File: config.mk
export PLATFORM = sky130hd
export DESIGN_NAME = tmr_ff_ctrl
export DESIGN_NICKNAME = d
export VERILOG_FILES = /design/src/core/tmr_ff_pkg.sv /design/src/core/evt_flag.sv /design/src/core/tmr_ff_ctrl.sv
export SDC_FILE = /design/constraint.sdc
export NUM_CORES = 1
export LEC_CHECK = 0
export ABC_AREA = 1
export BUFFER_PORTS_ARGS = -buffer_cell sky130_fd_sc_hd__buf_2
export CAP_MARGIN = 10
export CORE_MARGIN = 3
export CORE_UTILIZATION = 42
export DETAILED_ROUTE_END_ITERATION = 10
export GPL_ROUTABILITY_DRIVEN = 0
export PLACE_DENSITY = 0.79
export SYNTH_ARGS = -nofsm -noshare
export SYNTH_HDL_FRONTEND = slang
export SYNTH_SLANG_ARGS = --single-unit
File: constraint.sdc
create_clock -name i_clk_sys -period 1.1 [get_ports i_clk_sys]
set_input_delay 0.11 -clock i_clk_sys [delete_from_list [all_inputs] [get_ports i_clk_sys]]
set_output_delay 0.11 -clock i_clk_sys [all_outputs]
set_load 0.02 [all_outputs]
File: src/core/tmr_ff_pkg.sv
// Constants, register map and field layout of the timer flip-flop and event flag block
// How it works
// - With the capture-one toggle enable set, each load of capture register one inverts the output flip-flop.
// - With the capture-zero toggle enable set, each load of capture register zero inverts the output flip-flop.
// - With the match-one toggle enable set, each match with compare register one inverts the output flip-flop.
// - With the match-zero toggle enable set, each match with compare register zero inverts the output flip-flop.
// - Writing 00 to the flip-flop command field inverts the output flip-flop once.
// - Writing 01 to the command field sets the output flip-flop and writing 10 clears it.
// - Writing 11 to the command field changes nothing, and the field always reads 11.
// - A counter overflow sets status bit 2.
// - A match with compare register one sets status bit 1.
// - A match with compare register zero sets status bit 0.
// - Status flags are set whatever the mask says.
// - An event reaches the interrupt output only when its mask bit allows it.
// - Reading the status register clears the flags it showed; software clears them only that way.
// - Mask bit 2 gates overflow, bit 1 match one, bit 0 match zero; 1 allows and 0 blocks.
package tmr_ff_pkg;
  // ==========================================
  // Register byte addresses
  localparam logic [7:0] ADDR_FF_CTRL = 8'h00;
  localparam logic [7:0] ADDR_EVT_STATUS = 8'h04;
  localparam logic [7:0] ADDR_EVT_MASK = 8'h08;
  // ==========================================
  // Field positions
  localparam int unsigned BIT_TOG_CAP1 = 5;
  localparam int unsigned BIT_TOG_CAP0 = 4;
  localparam int unsigned BIT_TOG_MATCH1 = 3;
  localparam int unsigned BIT_TOG_MATCH0 = 2;
  localparam int unsigned BIT_OVF = 2;
  localparam int unsigned BIT_MATCH1 = 1;
  localparam int unsigned BIT_MATCH0 = 0;
  // ==========================================
  // Command codes and reset values
  localparam logic [1:0] CMD_INVERT = 2'h0;
  localparam logic [1:0] CMD_SET = 2'h1;
  localparam logic [1:0] CMD_CLEAR = 2'h2;
  localparam logic [1:0] CMD_NONE = 2'h3;
  localparam logic [3:0] RST_TOG_EN = 4'h0;
  localparam logic [2:0] RST_FLAGS = 3'h0;
  localparam logic [2:0] RST_MASK = 3'h0;
  localparam logic RST_FF = 1'b0;
  localparam logic [1:0] FF_CTRL_HIGH_BITS = 2'h3;
endpackage

File: src/core/evt_flag.sv
// One sticky event flag, set by hardware and cleared by a status read
`timescale 1ns/1ps
`default_nettype none
module evt_flag
  import tmr_ff_pkg::*;
(
  // Clock and reset
  input wire logic i_clk_sys,
  input wire logic i_rst_b,
  // Event and clear
  input wire logic i_set,
  input wire logic i_clr,
  // Flag
  output logic o_flag
);
  // Set beats clear so an event in the read cycle stays visible
  always_ff @(posedge i_clk_sys or negedge i_rst_b) begin
    if (!i_rst_b) begin
      o_flag <= 1'b0;
    end else if (i_set) begin
      o_flag <= 1'b1;
    end else if (i_clr) begin
      o_flag <= 1'b0;
    end
  end
endmodule
`default_nettype wire

File: src/core/tmr_ff_ctrl.sv
// Timer output flip-flop control, event flags and interrupt mask behind APB
`timescale 1ns/1ps
`default_nettype none
module tmr_ff_ctrl
  import tmr_ff_pkg::*;
(
  // Clock and reset
  input wire logic i_clk_sys,
  input wire logic i_rst_b,
  // APB slave
  input wire logic i_psel,
  input wire logic i_penable,
  input wire logic i_pwrite,
  input wire logic [7:0] i_paddr,
  input wire logic [31:0] i_pwdata,
  input wire logic [3:0] i_pstrb,
  output logic [31:0] o_prdata,
  output logic o_pready,
  output logic o_pslverr,
  // Timer event strobes, one cycle each, same clock
  input wire logic i_match_zero,
  input wire logic i_match_one,
  input wire logic i_capture_zero,
  input wire logic i_capture_one,
  input wire logic i_overflow,
  // Outputs
  output logic o_timer_output_flipflop,
  output logic o_irq
);
  // ==========================================
  // Bus decode
  logic setup_cyc;
  logic wr_ctrl;
  logic wr_mask;
  logic rd_status;
  logic mapped;
  logic [3:0] toggle_en_reg;
  logic [2:0] mask_reg;
  logic [2:0] flags;
  logic [2:0] flag_set;
  logic hw_toggle;
  logic [31:0] rdata_next;

  // Answer in the setup cycle's next edge: pready is always high in access
  assign setup_cyc = i_psel && !i_penable;
  assign mapped = (i_paddr == ADDR_FF_CTRL) || (i_paddr == ADDR_EVT_STATUS) ||
    (i_paddr == ADDR_EVT_MASK);
  // Writes only take effect with byte lane 0 enabled; all fields live there
  assign wr_ctrl = i_psel && i_penable && i_pwrite && i_pstrb[0] && (i_paddr == ADDR_FF_CTRL);
  assign wr_mask = i_psel && i_penable && i_pwrite && i_pstrb[0] && (i_paddr == ADDR_EVT_MASK);
  assign rd_status = i_psel && i_penable && !i_pwrite && (i_paddr == ADDR_EVT_STATUS);

  // Ready comes from a flop set in setup and dropped after access
  always_ff @(posedge i_clk_sys or negedge i_rst_b) begin
    if (!i_rst_b) begin
      o_pready <= 1'b0;
      o_pslverr <= 1'b0;
    end else begin
      o_pready <= setup_cyc;
      o_pslverr <= setup_cyc && !mapped;
    end
  end

  // Read data is built in setup so it sits in a flop during access
  always_comb begin
    rdata_next = 32'h0000_0000;
    if (i_paddr == ADDR_FF_CTRL) begin
      rdata_next[7:6] = FF_CTRL_HIGH_BITS;
      rdata_next[5:2] = toggle_en_reg;
      rdata_next[1:0] = CMD_NONE;
    end else if (i_paddr == ADDR_EVT_STATUS) begin
      rdata_next[2:0] = flags;
    end else if (i_paddr == ADDR_EVT_MASK) begin
      rdata_next[2:0] = mask_reg;
    end
  end

  always_ff @(posedge i_clk_sys or negedge i_rst_b) begin
    if (!i_rst_b) begin
      o_prdata <= 32'h0000_0000;
    end else if (setup_cyc && !i_pwrite) begin
      o_prdata <= rdata_next;
    end
  end

  // ==========================================
  // Control and mask registers
  always_ff @(posedge i_clk_sys or negedge i_rst_b) begin
    if (!i_rst_b) begin
      toggle_en_reg <= RST_TOG_EN;
    end else if (wr_ctrl) begin
      toggle_en_reg <= i_pwdata[BIT_TOG_CAP1:BIT_TOG_MATCH0];
    end
  end

  always_ff @(posedge i_clk_sys or negedge i_rst_b) begin
    if (!i_rst_b) begin
      mask_reg <= RST_MASK;
    end else if (wr_mask) begin
      mask_reg <= i_pwdata[2:0];
    end
  end

  // ==========================================
  // Output flip-flop
  // Hardware triggers merge into one toggle; two in one cycle still toggle once
  assign hw_toggle =
    (toggle_en_reg[BIT_TOG_CAP1 - 2] && i_capture_one) ||
    (toggle_en_reg[BIT_TOG_CAP0 - 2] && i_capture_zero) ||
    (toggle_en_reg[BIT_TOG_MATCH1 - 2] && i_match_one) ||
    (toggle_en_reg[BIT_TOG_MATCH0 - 2] && i_match_zero);

  always_ff @(posedge i_clk_sys or negedge i_rst_b) begin
    if (!i_rst_b) begin
      o_timer_output_flipflop <= RST_FF;
    end else if (wr_ctrl && i_pwdata[1:0] != CMD_NONE) begin
      // Software command overrides any hardware toggle in this cycle
      unique case (i_pwdata[1:0])
        CMD_INVERT: o_timer_output_flipflop <= !o_timer_output_flipflop;
        CMD_SET: o_timer_output_flipflop <= 1'b1;
        CMD_CLEAR: o_timer_output_flipflop <= 1'b0;
        default: o_timer_output_flipflop <= o_timer_output_flipflop;
      endcase
    end else if (hw_toggle) begin
      o_timer_output_flipflop <= !o_timer_output_flipflop;
    end
  end

  // ==========================================
  // Event flags, cleared by reading the status register
  assign flag_set[BIT_OVF] = i_overflow;
  assign flag_set[BIT_MATCH1] = i_match_one;
  assign flag_set[BIT_MATCH0] = i_match_zero;

  // A read clears only the flags it returned, so an event landing on the setup edge is not lost
  for (genvar g = 0; g < 3; g++) begin : g_flag
    evt_flag u_flag (
      .i_clk_sys(i_clk_sys),
      .i_rst_b(i_rst_b),
      .i_set(flag_set[g]),
      .i_clr(rd_status && o_prdata[g]),
      .o_flag(flags[g])
    );
  end

  // Interrupt level follows the registered unmasked flags
  always_ff @(posedge i_clk_sys or negedge i_rst_b) begin
    if (!i_rst_b) begin
      o_irq <= 1'b0;
    end else begin
      o_irq <= |(flags & mask_reg);
    end
  end

  // ==========================================
  // Checks: bus handshake
  // Ready answers every setup on the next edge
  a_ready_after_setup: assert property (@(posedge i_clk_sys) disable iff (!i_rst_b)
    setup_cyc |=> o_pready)
    else $error("ready missing after setup");
  // Ready stands for the access cycle only
  a_ready_one_cycle: assert property (@(posedge i_clk_sys) disable iff (!i_rst_b)
    o_pready && !setup_cyc |=> !o_pready)
    else $error("ready stood too long");
  // An error never comes without ready
  a_err_with_ready: assert property (@(posedge i_clk_sys) disable iff (!i_rst_b)
    o_pslverr |-> o_pready)
    else $error("error without ready");
  // Unmapped addresses answer with an error and zero data, mapped ones without error
  a_err_unmapped: assert property (@(posedge i_clk_sys) disable iff (!i_rst_b)
    setup_cyc && !mapped |=> o_pslverr)
    else $error("unmapped access without error");
  a_no_err_mapped: assert property (@(posedge i_clk_sys) disable iff (!i_rst_b)
    setup_cyc && mapped |=> !o_pslverr)
    else $error("mapped access flagged as error");
  a_rd_unmapped_zero: assert property (@(posedge i_clk_sys) disable iff (!i_rst_b)
    setup_cyc && !i_pwrite && !mapped |=> o_prdata == 32'h0000_0000)
    else $error("unmapped read returned data");
  // Read data holds between reads, so a slow master still sees it
  a_rdata_holds: assert property (@(posedge i_clk_sys) disable iff (!i_rst_b)
    !(setup_cyc && !i_pwrite) |=> $stable(o_prdata))
    else $error("read data changed outside a read");

  // ==========================================
  // Checks: register contents
  // Status read returns the flags as they stood at setup
  a_rd_status_value: assert property (@(posedge i_clk_sys) disable iff (!i_rst_b)
    setup_cyc && !i_pwrite && i_paddr == ADDR_EVT_STATUS |=> o_prdata == {29'h0, $past(flags)})
    else $error("status read data wrong");
  // Mask reads back as written
  a_rd_mask_value: assert property (@(posedge i_clk_sys) disable iff (!i_rst_b)
    setup_cyc && !i_pwrite && i_paddr == ADDR_EVT_MASK |=> o_prdata == {29'h0, $past(mask_reg)})
    else $error("mask read data wrong");
  // Control reads ones on top, the enables, and 11 in the command field
  a_rd_ctrl_enables: assert property (@(posedge i_clk_sys) disable iff (!i_rst_b)
    setup_cyc && !i_pwrite && i_paddr == ADDR_FF_CTRL |=>
    o_prdata == {24'h0, FF_CTRL_HIGH_BITS, $past(toggle_en_reg), CMD_NONE})
    else $error("control read data wrong");
  a_ctrl_reads_11: assert property (@(posedge i_clk_sys) disable iff (!i_rst_b)
    setup_cyc && !i_pwrite && i_paddr == ADDR_FF_CTRL |=> o_prdata[1:0] == CMD_NONE && o_prdata[7:6] == 2'h3)
    else $error("command field did not read 11");
  // Writes land on the access edge and nothing else moves the registers
  a_mask_write: assert property (@(posedge i_clk_sys) disable iff (!i_rst_b)
    wr_mask |=> mask_reg == $past(i_pwdata[2:0]))
    else $error("mask write lost");
  a_mask_holds: assert property (@(posedge i_clk_sys) disable iff (!i_rst_b)
    !wr_mask |=> $stable(mask_reg))
    else $error("mask changed without write");
  a_enable_write: assert property (@(posedge i_clk_sys) disable iff (!i_rst_b)
    wr_ctrl |=> toggle_en_reg == $past(i_pwdata[5:2]))
    else $error("toggle enable write lost");
  a_enable_holds: assert property (@(posedge i_clk_sys) disable iff (!i_rst_b)
    !wr_ctrl |=> $stable(toggle_en_reg))
    else $error("toggle enables changed without write");
  // A write without byte lane 0 is dropped
  a_strobe_ignored: assert property (@(posedge i_clk_sys) disable iff (!i_rst_b)
    i_psel && i_penable && i_pwrite && !i_pstrb[0] |=> $stable(mask_reg) && $stable(toggle_en_reg))
    else $error("write without lane 0 took effect");

  // ==========================================
  // Checks: output flip-flop
  // Software commands
  a_cmd_set_wins: assert property (@(posedge i_clk_sys) disable iff (!i_rst_b)
    wr_ctrl && i_pwdata[1:0] == CMD_SET |=> o_timer_output_flipflop)
    else $error("set command did not set output");
  a_cmd_clr_wins: assert property (@(posedge i_clk_sys) disable iff (!i_rst_b)
    wr_ctrl && i_pwdata[1:0] == CMD_CLEAR |=> !o_timer_output_flipflop)
    else $error("clear command did not clear output");
  a_cmd_invert: assert property (@(posedge i_clk_sys) disable iff (!i_rst_b)
    wr_ctrl && i_pwdata[1:0] == CMD_INVERT |=> o_timer_output_flipflop != $past(o_timer_output_flipflop))
    else $error("invert command did not toggle");
  // Invert with a hardware toggle on the same edge still flips only once
  a_cmd_beats_hw: assert property (@(posedge i_clk_sys) disable iff (!i_rst_b)
    wr_ctrl && i_pwdata[1:0] == CMD_INVERT && hw_toggle |=>
    o_timer_output_flipflop != $past(o_timer_output_flipflop))
    else $error("command and hardware toggle both applied");
  // Command 11 leaves the output to the hardware triggers
  a_cmd_none_keeps: assert property (@(posedge i_clk_sys) disable iff (!i_rst_b)
    wr_ctrl && i_pwdata[1:0] == CMD_NONE && !hw_toggle |=> $stable(o_timer_output_flipflop))
    else $error("command 11 changed output");
  a_cmd_none_hw: assert property (@(posedge i_clk_sys) disable iff (!i_rst_b)
    wr_ctrl && i_pwdata[1:0] == CMD_NONE && hw_toggle |=>
    o_timer_output_flipflop != $past(o_timer_output_flipflop))
    else $error("command 11 blocked hardware toggle");
  // Hardware triggers, one per source
  a_hw_toggle: assert property (@(posedge i_clk_sys) disable iff (!i_rst_b)
    !wr_ctrl && toggle_en_reg[3] && i_capture_one |=> o_timer_output_flipflop != $past(o_timer_output_flipflop))
    else $error("capture one toggle missed");
  a_cap0_toggle: assert property (@(posedge i_clk_sys) disable iff (!i_rst_b)
    !wr_ctrl && toggle_en_reg[2] && i_capture_zero |=> o_timer_output_flipflop != $past(o_timer_output_flipflop))
    else $error("capture zero toggle missed");
  a_match1_toggle: assert property (@(posedge i_clk_sys) disable iff (!i_rst_b)
    !wr_ctrl && toggle_en_reg[1] && i_match_one |=> o_timer_output_flipflop != $past(o_timer_output_flipflop))
    else $error("match one toggle missed");
  a_match0_toggle: assert property (@(posedge i_clk_sys) disable iff (!i_rst_b)
    !wr_ctrl && toggle_en_reg[0] && i_match_zero |=> o_timer_output_flipflop != $past(o_timer_output_flipflop))
    else $error("match zero toggle missed");
  // Disabled or absent triggers leave the output alone
  a_no_toggle_idle: assert property (@(posedge i_clk_sys) disable iff (!i_rst_b)
    !wr_ctrl && !hw_toggle |=> $stable(o_timer_output_flipflop))
    else $error("output changed without cause");
  a_no_enabled_event: assert property (@(posedge i_clk_sys) disable iff (!i_rst_b)
    !wr_ctrl && (toggle_en_reg & {i_capture_one, i_capture_zero, i_match_one, i_match_zero}) == 4'h0 |=>
    $stable(o_timer_output_flipflop))
    else $error("disabled trigger toggled output");

  // ==========================================
  // Checks: event flags
  // Overflow and both matches each set their own flag; captures set none
  a_ovf_flag_set: assert property (@(posedge i_clk_sys) disable iff (!i_rst_b)
    i_overflow |=> flags[2])
    else $error("overflow flag not set");
  a_match_flags: assert property (@(posedge i_clk_sys) disable iff (!i_rst_b)
    i_match_one && i_match_zero |=> flags[1] && flags[0])
    else $error("match flags not set");
  a_match_one_flag: assert property (@(posedge i_clk_sys) disable iff (!i_rst_b)
    i_match_one |=> flags[1])
    else $error("match one flag not set");
  a_match_zero_flag: assert property (@(posedge i_clk_sys) disable iff (!i_rst_b)
    i_match_zero |=> flags[0])
    else $error("match zero flag not set");
  // A blocked request still records its flag
  a_flag_despite_mask: assert property (@(posedge i_clk_sys) disable iff (!i_rst_b)
    i_overflow && !mask_reg[2] |=> flags[2])
    else $error("masked overflow not recorded");
  // Flags only fall through a status read, and only those it returned
  a_read_clears: assert property (@(posedge i_clk_sys) disable iff (!i_rst_b)
    rd_status && !i_overflow && !i_match_one && !i_match_zero |=> (flags & $past(o_prdata[2:0])) == 3'h0)
    else $error("status read did not clear flags");
  a_flags_sticky: assert property (@(posedge i_clk_sys) disable iff (!i_rst_b)
    !rd_status |=> (flags & $past(flags)) == $past(flags))
    else $error("flag dropped without a read");
  a_flags_no_cause: assert property (@(posedge i_clk_sys) disable iff (!i_rst_b)
    !i_overflow && !i_match_one && !i_match_zero && !rd_status |=> $stable(flags))
    else $error("flags changed without cause");

  // ==========================================
  // Checks: interrupt
  // The level follows last cycle's unmasked flags
  a_irq_gate: assert property (@(posedge i_clk_sys) disable iff (!i_rst_b)
    ##1 o_irq == |($past(flags) & $past(mask_reg)))
    else $error("interrupt does not follow masked flags");
  a_irq_blocked: assert property (@(posedge i_clk_sys) disable iff (!i_rst_b)
    mask_reg == 3'h0 |=> !o_irq)
    else $error("interrupt passed a full mask");
  a_irq_no_flags: assert property (@(posedge i_clk_sys) disable iff (!i_rst_b)
    flags == 3'h0 |=> !o_irq)
    else $error("interrupt without a flag");
  a_irq_overflow: assert property (@(posedge i_clk_sys) disable iff (!i_rst_b)
    flags[2] && mask_reg[2] |=> o_irq)
    else $error("overflow interrupt missing");
  a_irq_match_one: assert property (@(posedge i_clk_sys) disable iff (!i_rst_b)
    flags[1] && mask_reg[1] |=> o_irq)
    else $error("match one interrupt missing");
  a_irq_match_zero: assert property (@(posedge i_clk_sys) disable iff (!i_rst_b)
    flags[0] && mask_reg[0] |=> o_irq)
    else $error("match zero interrupt missing");
endmodule
`default_nettype wire

==> impl_summary.md, run 1 <==
Drt
The wire length on met1 is 1.145 mm. The total wire length is 2.511 mm. The post-detailed-route DRC marker count is 0.

The detailed router finished its first iteration with 48 violations. After detailed routing, the met2 layer carries 1.162 mm of wire. The per-cell via count in the routed design is 4.270. The number of vias in the routed layout is 1093. The highest metal layer carrying signal wires in the routed design is met4. The first detailed-routing pass took 4 iterations. The residual antenna-violating net count after detailed routing is 0. In the detailed route, the total length drawn on met3 is 173 um. The routed length per placed instance is 9.809 um.

Setup path
The required time of the critical path is 0.99 ns. The signal on the critical path passes through buf_2. Along the worst path, the maximum fanout reaches 3. Together, buffers and inverters on the worst path number 1. In this design, the stage delay of the slowest critical-path cell is 0.42 ns.

The slowest stage of the critical path is the sky130_fd_sc_hd__dfrtp_1 cell. The worst setup path is of the reg -> out kind. The worst setup path is captured at an output port. The element type at the critical path start is a flip-flop. The setup slack of the worst register-to-register path is 0.15 ns.

The family with the most delay on the worst path is flip-flops. The worst path arrival time is 0.90 ns.

Die
Once the floorplan was initialized, standard cells occupied 44.19% of the core. The core region is 3078 um2. 90 I/O pins were placed. The number of standard-cell rows in the floorplan is 20. The floorplan step set the die width to 62.91 um. The die area is 3957 um2. The die is 62.91 um tall.

Finish
0 antenna diodes ended up in the layout. The register with the most flip-flops in the layout has 7 of them. The filler cells instantiated in the layout total 319. The layout net count is 271. The share of layout cells above drive strength 1 is 26.89%.

Once layout is complete, the cells apart from fillers number 256. The relative area change from synthesis to final layout is 15.36%.

STA
The count of final max-slew check failures is 0. The number of failing hold endpoints at the final stage came to 0. For the finished layout, the period the worst path requires is 1.006 ns. Setup violations remaining at the end of the flow were counted as 0. The clock skew is 0.009973 ns. The final cycle utilization of the critical path is 91.48%.

Setup repair after global routing left no endpoint under its margin. The achievable frequency is 993.7 MHz.

Synthesis
The netlist area before placement is 1360 um2. The total number of yosys warnings is 0. By area the synthesized netlist is led by sky130_fd_sc_hd__dfrtp_1 39%, sky130_fd_sc_hd__buf_4 14%, sky130_fd_sc_hd__nand2_1 13%. Counting distinct cell types in the post-synthesis netlist gives 21. The average instance in the mapped netlist occupies 8.048 um2. The post-synthesis instance total is 169. The post-synthesis sequential area ratio is 38.64%. In this run, synthesis produced a sequential element count of 21.

Summed over its instances, the top area cell type makes up 38.64% of the synthesized netlist area. Summed over all instances, the cell type with the most area after synthesis is sky130_fd_sc_hd__dfrtp_1.

CTS
The source-to-sink clock delay at the later pin of the worst-skew pair is 0.31 ns. TritonCTS built the clock tree. The number of buffers created by CTS is 3. The total of cells resized after clock tree synthesis is 0. The tree built by TritonCTS fans out to 21 sinks. The tree is rooted in a sky130_fd_sc_hd__clkbuf_4. CTS built an H-tree with a depth of 1. After clock tree synthesis, the clock-pin slew on the worst setup and hold paths is 0.12 ns.

In this run the deepest clock path goes through 2 buffers.

Power
The power density normalized to cell area is 972.5 nW/um2. For this design the static power due to leakage is 0.9332 nW. The worst vdd rail ir drop is 0.0007405 V. The total power draw is 0.001526 W.

Placed design
The placed wire-length estimate after detailed placement is 1.990 mm. The count of port buffers added during placement is 36. The count of placed standard cells including taps is 248.

Global routing
The initial antenna violation count is 0. The number of global-route vias before repair is 1000. The largest net degree at the start of global routing is 22. Summed over all layers, the global routing overflow is 0. The first global-routing pass estimated 4.229 mm of wire.

Global routing used 13.35% of the available tracks.

Run
The number of maximum-capacitance violations is 0.

Status
The run finished with clean final reports.

Worst hold path
The class of the worst hold path is in -> reg.
layout by cell type, fill, tap and decap left out, drive strengths merged:
cell         instances
ha                   4
nor4                 1
nor2                12
buf                 37
clkbuf               3
nor3                 2
nand2               55
inv                 19
nand4                3
dfrtp               21
conb                24
o21ai                5
clkinv               1
nand3               16
a21oi                2
a21o                 1
dlygate4sd3          4
o21a                 2
report_power, final:
| group | internal (W) | switching, W | total, W | leakage (nW) |
|---|---|---|---|---|
| combinational | 0.000103 | 0.000232 | 0.000336 | 0.657 |
| clock | 0.000136 | 0.000241 | 0.000377 | 0.0177 |
| sequential | 0.000798 | 0.0000154 | 0.000813 | 0.258 |
| total | 0.00104 | 0.000489 | 0.00153 | 0.933 |
synth_stat cells:
| master | count |
|---|---|
| sky130_fd_sc_hd__a21o_1 | 1 |
| sky130_fd_sc_hd__o21ai_0 | 5 |
| sky130_fd_sc_hd__nor2_1 | 5 |
| sky130_fd_sc_hd__a21oi_1 | 2 |
| sky130_fd_sc_hd__o21a_1 | 2 |
| sky130_fd_sc_hd__nand2_2 | 6 |
| sky130_fd_sc_hd__nor2_8 | 2 |
| sky130_fd_sc_hd__ha_1 | 4 |
| sky130_fd_sc_hd__nor3_1 | 2 |
| sky130_fd_sc_hd__nand2_1 | 48 |
| sky130_fd_sc_hd__buf_4 | 25 |
| sky130_fd_sc_hd__inv_1 | 19 |
| sky130_fd_sc_hd__nand3_2 | 1 |
| sky130_fd_sc_hd__nor4_4 | 1 |
| sky130_fd_sc_hd__nor2_2 | 3 |
| sky130_fd_sc_hd__nand2_4 | 1 |
| sky130_fd_sc_hd__nor2_4 | 2 |
| sky130_fd_sc_hd__nand3_1 | 15 |
| sky130_fd_sc_hd__nand4_1 | 3 |
| sky130_fd_sc_hd__conb_1 | 1 |
| sky130_fd_sc_hd__dfrtp_1 | 21 |
final timing paths:
kind                                  start                      end  depth (start not counted)
max reg2reg                toggle_en_reg[1]  o_timer_output_flipflop                          6
min in group asynchronous           i_rst_b                o_pslverr                          2
max                             o_prdata[2]              o_prdata[2]                          1
min reg2reg                     o_prdata[3]              o_prdata[3]                          2
max in group asynchronous           i_rst_b         toggle_en_reg[3]                          2
min                             i_match_one  g_flag[1].u_flag.o_flag                          3
per-layer routing:
metal  track usage [%]  vias to the layer above
li1                  -                      563
met1             16.48                      488
met2             22.27                       37
met3             3.957                        5
met4             4.132                        0
met5                 0                        -
final cells by class:
class                           instances  area, um2  area share, %
Clock inverter                          1      5.005         0.3190
Sequential cell                        21      525.5          33.49
Multi-Input combinational cell        127      661.9          42.19
Timing Repair Buffer                   41      227.7          14.51
Clock buffer                            3      22.52          1.435
Inverter                               19      71.32          4.545
Tap cell                               44      55.05          3.509
per-stage QoR:
step / TNS (ns) / instance area, um2 / util, % / worst slack [ns] / hold slack, ns
floorplan: 0 / 1446 / - / 0.1582 / -0.1856
global route: 0 / 1569 / 50.98 / 0.04519 / 0.01166
global placement: -0.01812 / 1501 / 48.78 / -0.01054 / 0.09310
finish: 0 / 1569 / 50.98 / 0.09369 / 0.01201
detailed placement: -0.1035 / 1501 / 48.78 / -0.03703 / 0.09622
CTS: 0 / 1569 / 50.98 / 0.07938 / 0.008141
kinds of logic (layout without fill, tap and decap cells):
| kind of cell | count (synthesis) | in the layout | synth area share (%) |
|---|---|---|---|
| AO/OA/AOI/OAI | 10 | 10 | 4.231 |
| adder cells (fa/ha/maj) | 4 | 4 | 3.680 |
| buffers and inverters | 44 | 64 | 19.04 |
| AND/OR/NAND/NOR | 89 | 89 | 34.13 |
| flip-flops | 21 | 21 | 38.64 |
| other | 1 | 24 | 0.2757 |
repair_timing:
item / 4_1_cts / 5_1_grt
setup buffers: 0 / 0
endpoints found under the setup margin: 0 / 0
endpoints found under the hold margin: 24 / 0
hold buffers: 4 / 0
Power figures use the tool's default switching activity.
==> run 2, diff against run 1 <==
- CORE_ASPECT_RATIO: unset -> 1.75
- RECOVER_POWER: unset -> 50
==> run 2 against run 1 <==
- wire length fell by 0.32%
- utilization barely moved
- highest routed layer unchanged
- worst hold slack improved by 0.034 ns
- critical path depth rose by 4
- sequential share of layout area rose by 0.57 points
- combinational power fell by 4%
- sequential cell count did not move
- largest power group unchanged
==> impl_summary.md, run 2 (synthesis results as in run 1) <==
Placed design
Detailed placement finished with a half-perimeter wire length of 2.042 mm. The count of port buffers added during placement is 36.

CTS
CTS placed an instance of sky130_fd_sc_hd__clkbuf_8 at the clock tree root. TritonCTS built the clock tree. The total of cells resized after clock tree synthesis is 0.

The number of clock sinks is 21. The clock reaches the later pin of the worst-skew pair after 0.26 ns. The level count of the clock H-tree is 1. No sink is reached through more buffers than the 2 on the longest clock path.

Clock tree synthesis inserted a total of 3 buffers. Once the clock tree was built, the setup fixing pass inserted 0 buffers. The clock-pin slew on the worst setup and hold paths is 0.07 ns.

Setup path
The maximum fanout along the worst path is 4. The required time of the critical path is 1.30 ns. The start-to-end type of the worst setup path is reg -> reg. The endpoint type of the worst setup path is a flip-flop.

The worst path arrival time is 1.17 ns. The element type at the critical path start is a flip-flop.

Drt
The number of vias in the routed layout is 1110. The residual antenna-violating net count after detailed routing is 0. The first-pass detailed-route iteration total is 4. After detailed routing, the total wire length is 2.503 mm. In the routed design, unresolved DRC markers number 0. For this block, the initial DRC count from the detailed router was 28. Dividing the detail-routed via count by the number of cells gives 4.422. The routed length per placed instance is 9.972 um.

Finish
Summing all multi-input logic gate instances after layout gives 649.4 um2. The flip-flop count of the largest register after layout is 7. The library cell used most frequently in the layout, excluding fill and tap cells, is sky130_fd_sc_hd__nand2_1. The fraction of the core area covered by cells at the end of the flow is 50.99%. Compared with the post-synthesis result, the final layout area differs by 13.43%. The layout net count is 268. The post-route netlist has 25.84% of its cells at a drive strength greater than 1. In the final layout, flip-flops and latches occupy 525.5 um2. The number of diodes added for antenna fixing is 0. The number of fill cells is 307.

In the layout the commonest cells are 50 x sky130_fd_sc_hd__nand2_1, 35 x sky130_fd_sc_hd__buf_2, 24 x sky130_fd_sc_hd__conb_1.

Power
The worst vdd rail ir drop is 0.0007790 V. The power density normalized to cell area is 1060 nW/um2. The static power due to leakage is 0.9254 nW.

Global routing
Entering global routing, the biggest net connects 22 pins. The number of global-route vias before repair is 1041. The initial antenna violation count is 0. The overall overflow remaining after global route is 0. The overall routing resource usage is 12.99%. The wire length of the first global-routing pass is 4.133 mm.

STA
Measured against its own limit, the worst slew margin works out to 64.89%. Setup violations remaining at the end of the flow were counted as 0. At the pin with the least slew margin, the transition time is 0.5266 ns. Setup repair after global routing left no endpoint under its margin. The count of final max-slew check failures is 0.

The clock arrives with 0.006821 ns of skew. The final cycle utilization of the critical path is 88.30%. For the final routed database, the setup TNS stands at 0 ns. The achievable frequency is 1030 MHz.

The number of failing hold endpoints at the final stage came to 0. The routed design could run at a clock period as short as 0.9713 ns.

Die
The total core area is 3025 um2. The number of standard-cell rows in the floorplan is 26. Once the floorplan was initialized, standard cells occupied 44.95% of the core. The number of I/O pins is 90. Measured along the y axis, the die boundary spans 81.28 um. The horizontal die dimension is 49.02 um. The die area is 3984 um2.

Status
The run finished with clean final reports.

Run
The number of maximum-capacitance violations is 0.

Worst hold path
The min-delay analysis places its worst path in the category in -> reg.
run 2: cell types whose count changed in the layout (fill, tap and decap cells not counted):
cell and delta:
sky130_fd_sc_hd__buf_2 -1, sky130_fd_sc_hd__clkbuf_2 +1, sky130_fd_sc_hd__clkbuf_4 -3, sky130_fd_sc_hd__clkbuf_8 +3, sky130_fd_sc_hd__dlygate4sd3_1 -3, sky130_fd_sc_hd__nand2_1 +2, sky130_fd_sc_hd__nand2_2 -2, sky130_fd_sc_hd__nor2_1 +1
sky130_fd_sc_hd__nor2_4 -1
run 2: final timing paths:
| check | start | end | slack (ns) | cells after the start |
|---|---|---|---|---|
| min reg2reg | o_prdata[3] | o_prdata[3] | 0.48 | 2 |
| min in group asynchronous | i_rst_b | toggle_en_reg[1] | 0.37 | 2 |
| max reg2reg | o_timer_output_flipflop | o_timer_output_flipflop | 0.13 | 5 |
| max | o_timer_output_flipflop | o_timer_output_flipflop | 0.13 | 5 |
| max in group asynchronous | i_rst_b | o_irq | 0.37 | 2 |
| min | i_overflow | g_flag[2].u_flag.o_flag | 0.05 | 2 |
run 2: cell type report:
type                    instances  area share [%]
clock buffers                   3           2.676
clock inverters                 1          0.3244
inverters                      19           4.623
multi-input cells             127           42.09
flip-flops and latches         21           34.06
well taps                      42           3.406
repair buffers                 38           12.81
run 2: what timing repair did:
action                                  CTS  global route
endpoints found under the setup margin    0             0
hold buffers                              1             0
hold endpoints to repair                 21             0
run 2: through the flow:
stage	instance area (um2)	hold WS, ns	cells	total power (W)	setup slack, ns
finish	1543	0.04615	251	0.001635	0.1287
global route	1543	0.04351	251	0.001725	0.04579
CTS	1555	0.04170	251	0.001652	0.1408
detailed placement	1499	0.09321	246	0.001153	-0.04267
global placement	1499	0.09168	246	0.001148	-0.01702
floorplan	1446	-0.1856	192	0.001103	0.1582
run 2: where the power goes:
group | internal [W] | leakage [nW] | switching [W]
clock network | 0.000252 | 0.0255 | 0.000249
registers | 0.000798 | 0.258 | 0.0000138
logic | 0.0000954 | 0.642 | 0.000228
total | 0.00114 | 0.925 | 0.000490
run 2: worst max-delay path, stage by stage, from the launching register on:
cell	delay [ns]
sky130_fd_sc_hd__dfrtp_1	0.41
sky130_fd_sc_hd__o21ai_0	0.21
sky130_fd_sc_hd__nand4_1	0.12
sky130_fd_sc_hd__nand2_1	0.08
sky130_fd_sc_hd__nand2_1	0.05
sky130_fd_sc_hd__nand2_1	0.05
run 2: routing by layer:
metal	vias up	global-route usage (%)	routed length [um]
li1	561	-	-
met1	496	13.34	942
met2	49	25.61	1334
met3	4	3.119	196
met4	0	3.704	29
met5	-	0	0
==> run 3, diff against run 2 <==
- PLACE_DENSITY: 0.79 -> 0.87
==> run 3 against run 2 <==
- sequential power about the same
- combinational power about the same
- sequential cell count unchanged
- clock-buffer cell count is the same
==> impl_summary.md, run 3 (synthesis results as in run 1) <==
Global routing
The number of global-route vias before repair is 1074. The largest net degree at the start of global routing is 22. The wire length of the first global-routing pass is 4.291 mm.

The initial antenna violation count came to 0. Global routing used 13.75% of the available tracks. The overall overflow remaining after global route is 0.

Drt
After detailed routing, the average wire length per cell comes to 9.687 um. The per-cell via count in the routed design is 4.349. The post-detailed-route DRC marker count is 0. The number of vias in the routed layout is 1096. In this run the remaining antenna-violating nets after routing total 0.

The violation count after the first detailed-routing iteration is 33. The first-pass detailed-route iteration total is 4. The routed design has 2.441 mm of wire.

CTS
The number of clock sinks is 21. The number of setup buffers added after CTS is 0. The later pin in the worst-skew pair is clocked with a latency of 0.27 ns.

Clock-pin slew was measured on the worst setup and hold paths at 0.07 ns. The TritonCTS clock tree is yes. The tree is rooted in a sky130_fd_sc_hd__clkbuf_8. The level count of the clock H-tree is 1. No sink is reached through more buffers than the 2 on the longest clock path. The number of buffers created by CTS is 3.

Worst hold path
The worst min-delay path endpoint is g_flag[2].u_flag.o_flag. The class of the worst hold path is in -> reg. Along the worst hold path, the cell count comes to 2. The origin of the worst min-delay path is i_overflow.

Placed design
The placed wire-length estimate after detailed placement is 2.026 mm. The count of port buffers added during placement is 36.

STA
The slew at the pin closest to its max-slew limit is 0.5255 ns. The clock skew is 0.006098 ns. The tightest hold path in the finished design has a slack of 0.03412 ns. The total negative slack is 0 ns. The final critical path takes up 85.31% of the cycle.

The number of failing hold endpoints at the final stage was 0. The post-route minimum period is 0.9384 ns. Based on the critical path, the design can be clocked at up to 1066 MHz.

Setup repair after global routing left no endpoint under its margin. In this run the tightest slew margin relative to its limit is 64.96%. Setup violations remaining at the end of the flow were counted as 0. The count of final max-slew check failures is 0.

Die
Once the floorplan was initialized, standard cells occupied 44.95% of the core. The floorplan step defined a die boundary enclosing 3984 um2. The number of I/O pins is 90. The horizontal die dimension is 49.02 um. The total area inside the core boundary comes to 3025 um2. The die height is 81.28 um. The floorplan has 26 rows.

Finish
The register with the most flip-flops in the layout has 7 of them. The number of diodes added for antenna fixing is 0. The number of fill cells is 307. The library cell used most frequently in the layout, excluding fill and tap cells, is sky130_fd_sc_hd__nand2_1.

The fraction of the core area covered by cells at the end of the flow is 51.28%. The area of combinational cells with multiple inputs is 651.9 um2. The relative area change from synthesis to final layout is 14.08%.

The layout net count is 269. In the layout the commonest cells are 49 x sky130_fd_sc_hd__nand2_1, 34 x sky130_fd_sc_hd__buf_2, 24 x sky130_fd_sc_hd__conb_1. The share of layout cells above drive strength 1 is 26.19%.

Registers take 525.5 um2.

Setup path
The signal on the critical path passes through buf_2. For the worst setup path, the data required time is 0.99 ns. The setup slack of the worst register-to-register path is 0.18 ns. In this run the worst path has a maximum fanout of 4. The start-to-end type of the worst setup path is reg -> out.

The worst setup path is captured at an output port. The family with the most delay on the worst path is flip-flops. The endpoint of the worst-slack reg-to-reg timing path is o_timer_output_flipflop. The element type at the critical path start is a flip-flop. The critical path depth is 1. The worst register-to-register path has a depth of 6. The slowest library cell on the worst path is sky130_fd_sc_hd__dfrtp_1. The source of the worst register-to-register timing path is toggle_en_reg[1]. Counting both buffers and inverters, the worst setup path holds a total of 1. The highest cell delay on the worst timing path is 0.40 ns. At the worst endpoint, the arrival time is 0.83 ns.

Power
For this design the static power due to leakage is 0.9292 nW. The worst vdd rail ir drop is 0.0009327 V. Overall power consumption after layout is estimated at 0.001646 W.

For this design the ratio of total power to cell area is 1061 nW/um2.

Run
The number of maximum-capacitance violations is 0.

Status
The flow ran to the end, and the final reports show no timing, DRC or antenna violations.
[run 3: cell types whose count changed in the layout (fill, tap and decap cells not counted)]
cell / previous run / this run
sky130_fd_sc_hd__buf_2: 35 / 34
sky130_fd_sc_hd__buf_4: 1 / 2
sky130_fd_sc_hd__clkbuf_1: 0 / 1
sky130_fd_sc_hd__nand2_1: 50 / 49
sky130_fd_sc_hd__nand2_2: 4 / 5
[run 3: layer usage]
metal  global-route usage [%]  part of all wire, %  up-vias
met5                        0                    0        -
met4                    5.983                  1.8        0
li1                         -                    -      562
met1                    14.22                   38      482
met3                    2.569                  8.5        5
met2                    26.57                   52       47
[run 3: report_power, final]
part           switching (W)  internal [W]  total [W]
clock network       0.000260      0.000253   0.000512
logic               0.000227     0.0000952   0.000323
registers          0.0000137      0.000798   0.000811
total               0.000501       0.00115    0.00165
[run 3: stage by stage]
step	instance area, um2	instances	worst slack (ns)
2_1_floorplan	1446	192	0.1582
3_3_place_gp	1506	247	-0.003478
3_5_place_dp	1506	247	-0.03546
4_1_cts	1563	252	0.1541
5_1_grt	1551	252	0.03986
6_report	1551	252	0.1616
[run 3: timing repair]
action / 4_1_cts / 5_1_grt
hold buffers: 1 / 0
gates resized for setup: 0 / 0
hold endpoints to repair: 21 / 0
setup endpoints to repair: 0 / 0
[run 3: cell type report]
type                            count  area share, %
Timing Repair Buffer               39          13.15
Tap cell                           42          3.387
Sequential cell                    21          33.87
Multi-Input combinational cell    127          42.02
Clock inverter                      1         0.3226
Clock buffer                        3          2.661
Inverter                           19          4.597
[run 3: how the worst max path moves through the flow]
stage                                        from                 endpoint  slack [ns]
final                     o_timer_output_flipflop  o_timer_output_flipflop        0.16
after global placement                 i_paddr[1]  g_flag[0].u_flag.o_flag      -0.003
after global routing      o_timer_output_flipflop  o_timer_output_flipflop        0.04
after CTS                 o_timer_output_flipflop  o_timer_output_flipflop        0.15
after floorplan           o_timer_output_flipflop  o_timer_output_flipflop        0.16
after detailed placement               i_paddr[1]  g_flag[1].u_flag.o_flag       -0.04
[run 3: worst reg2reg max path: cells and delay by family, from the launching register on]
kind,cells,cell delay (ns)
and+or+nand+nor,6,0.42
DFF,1,0.40
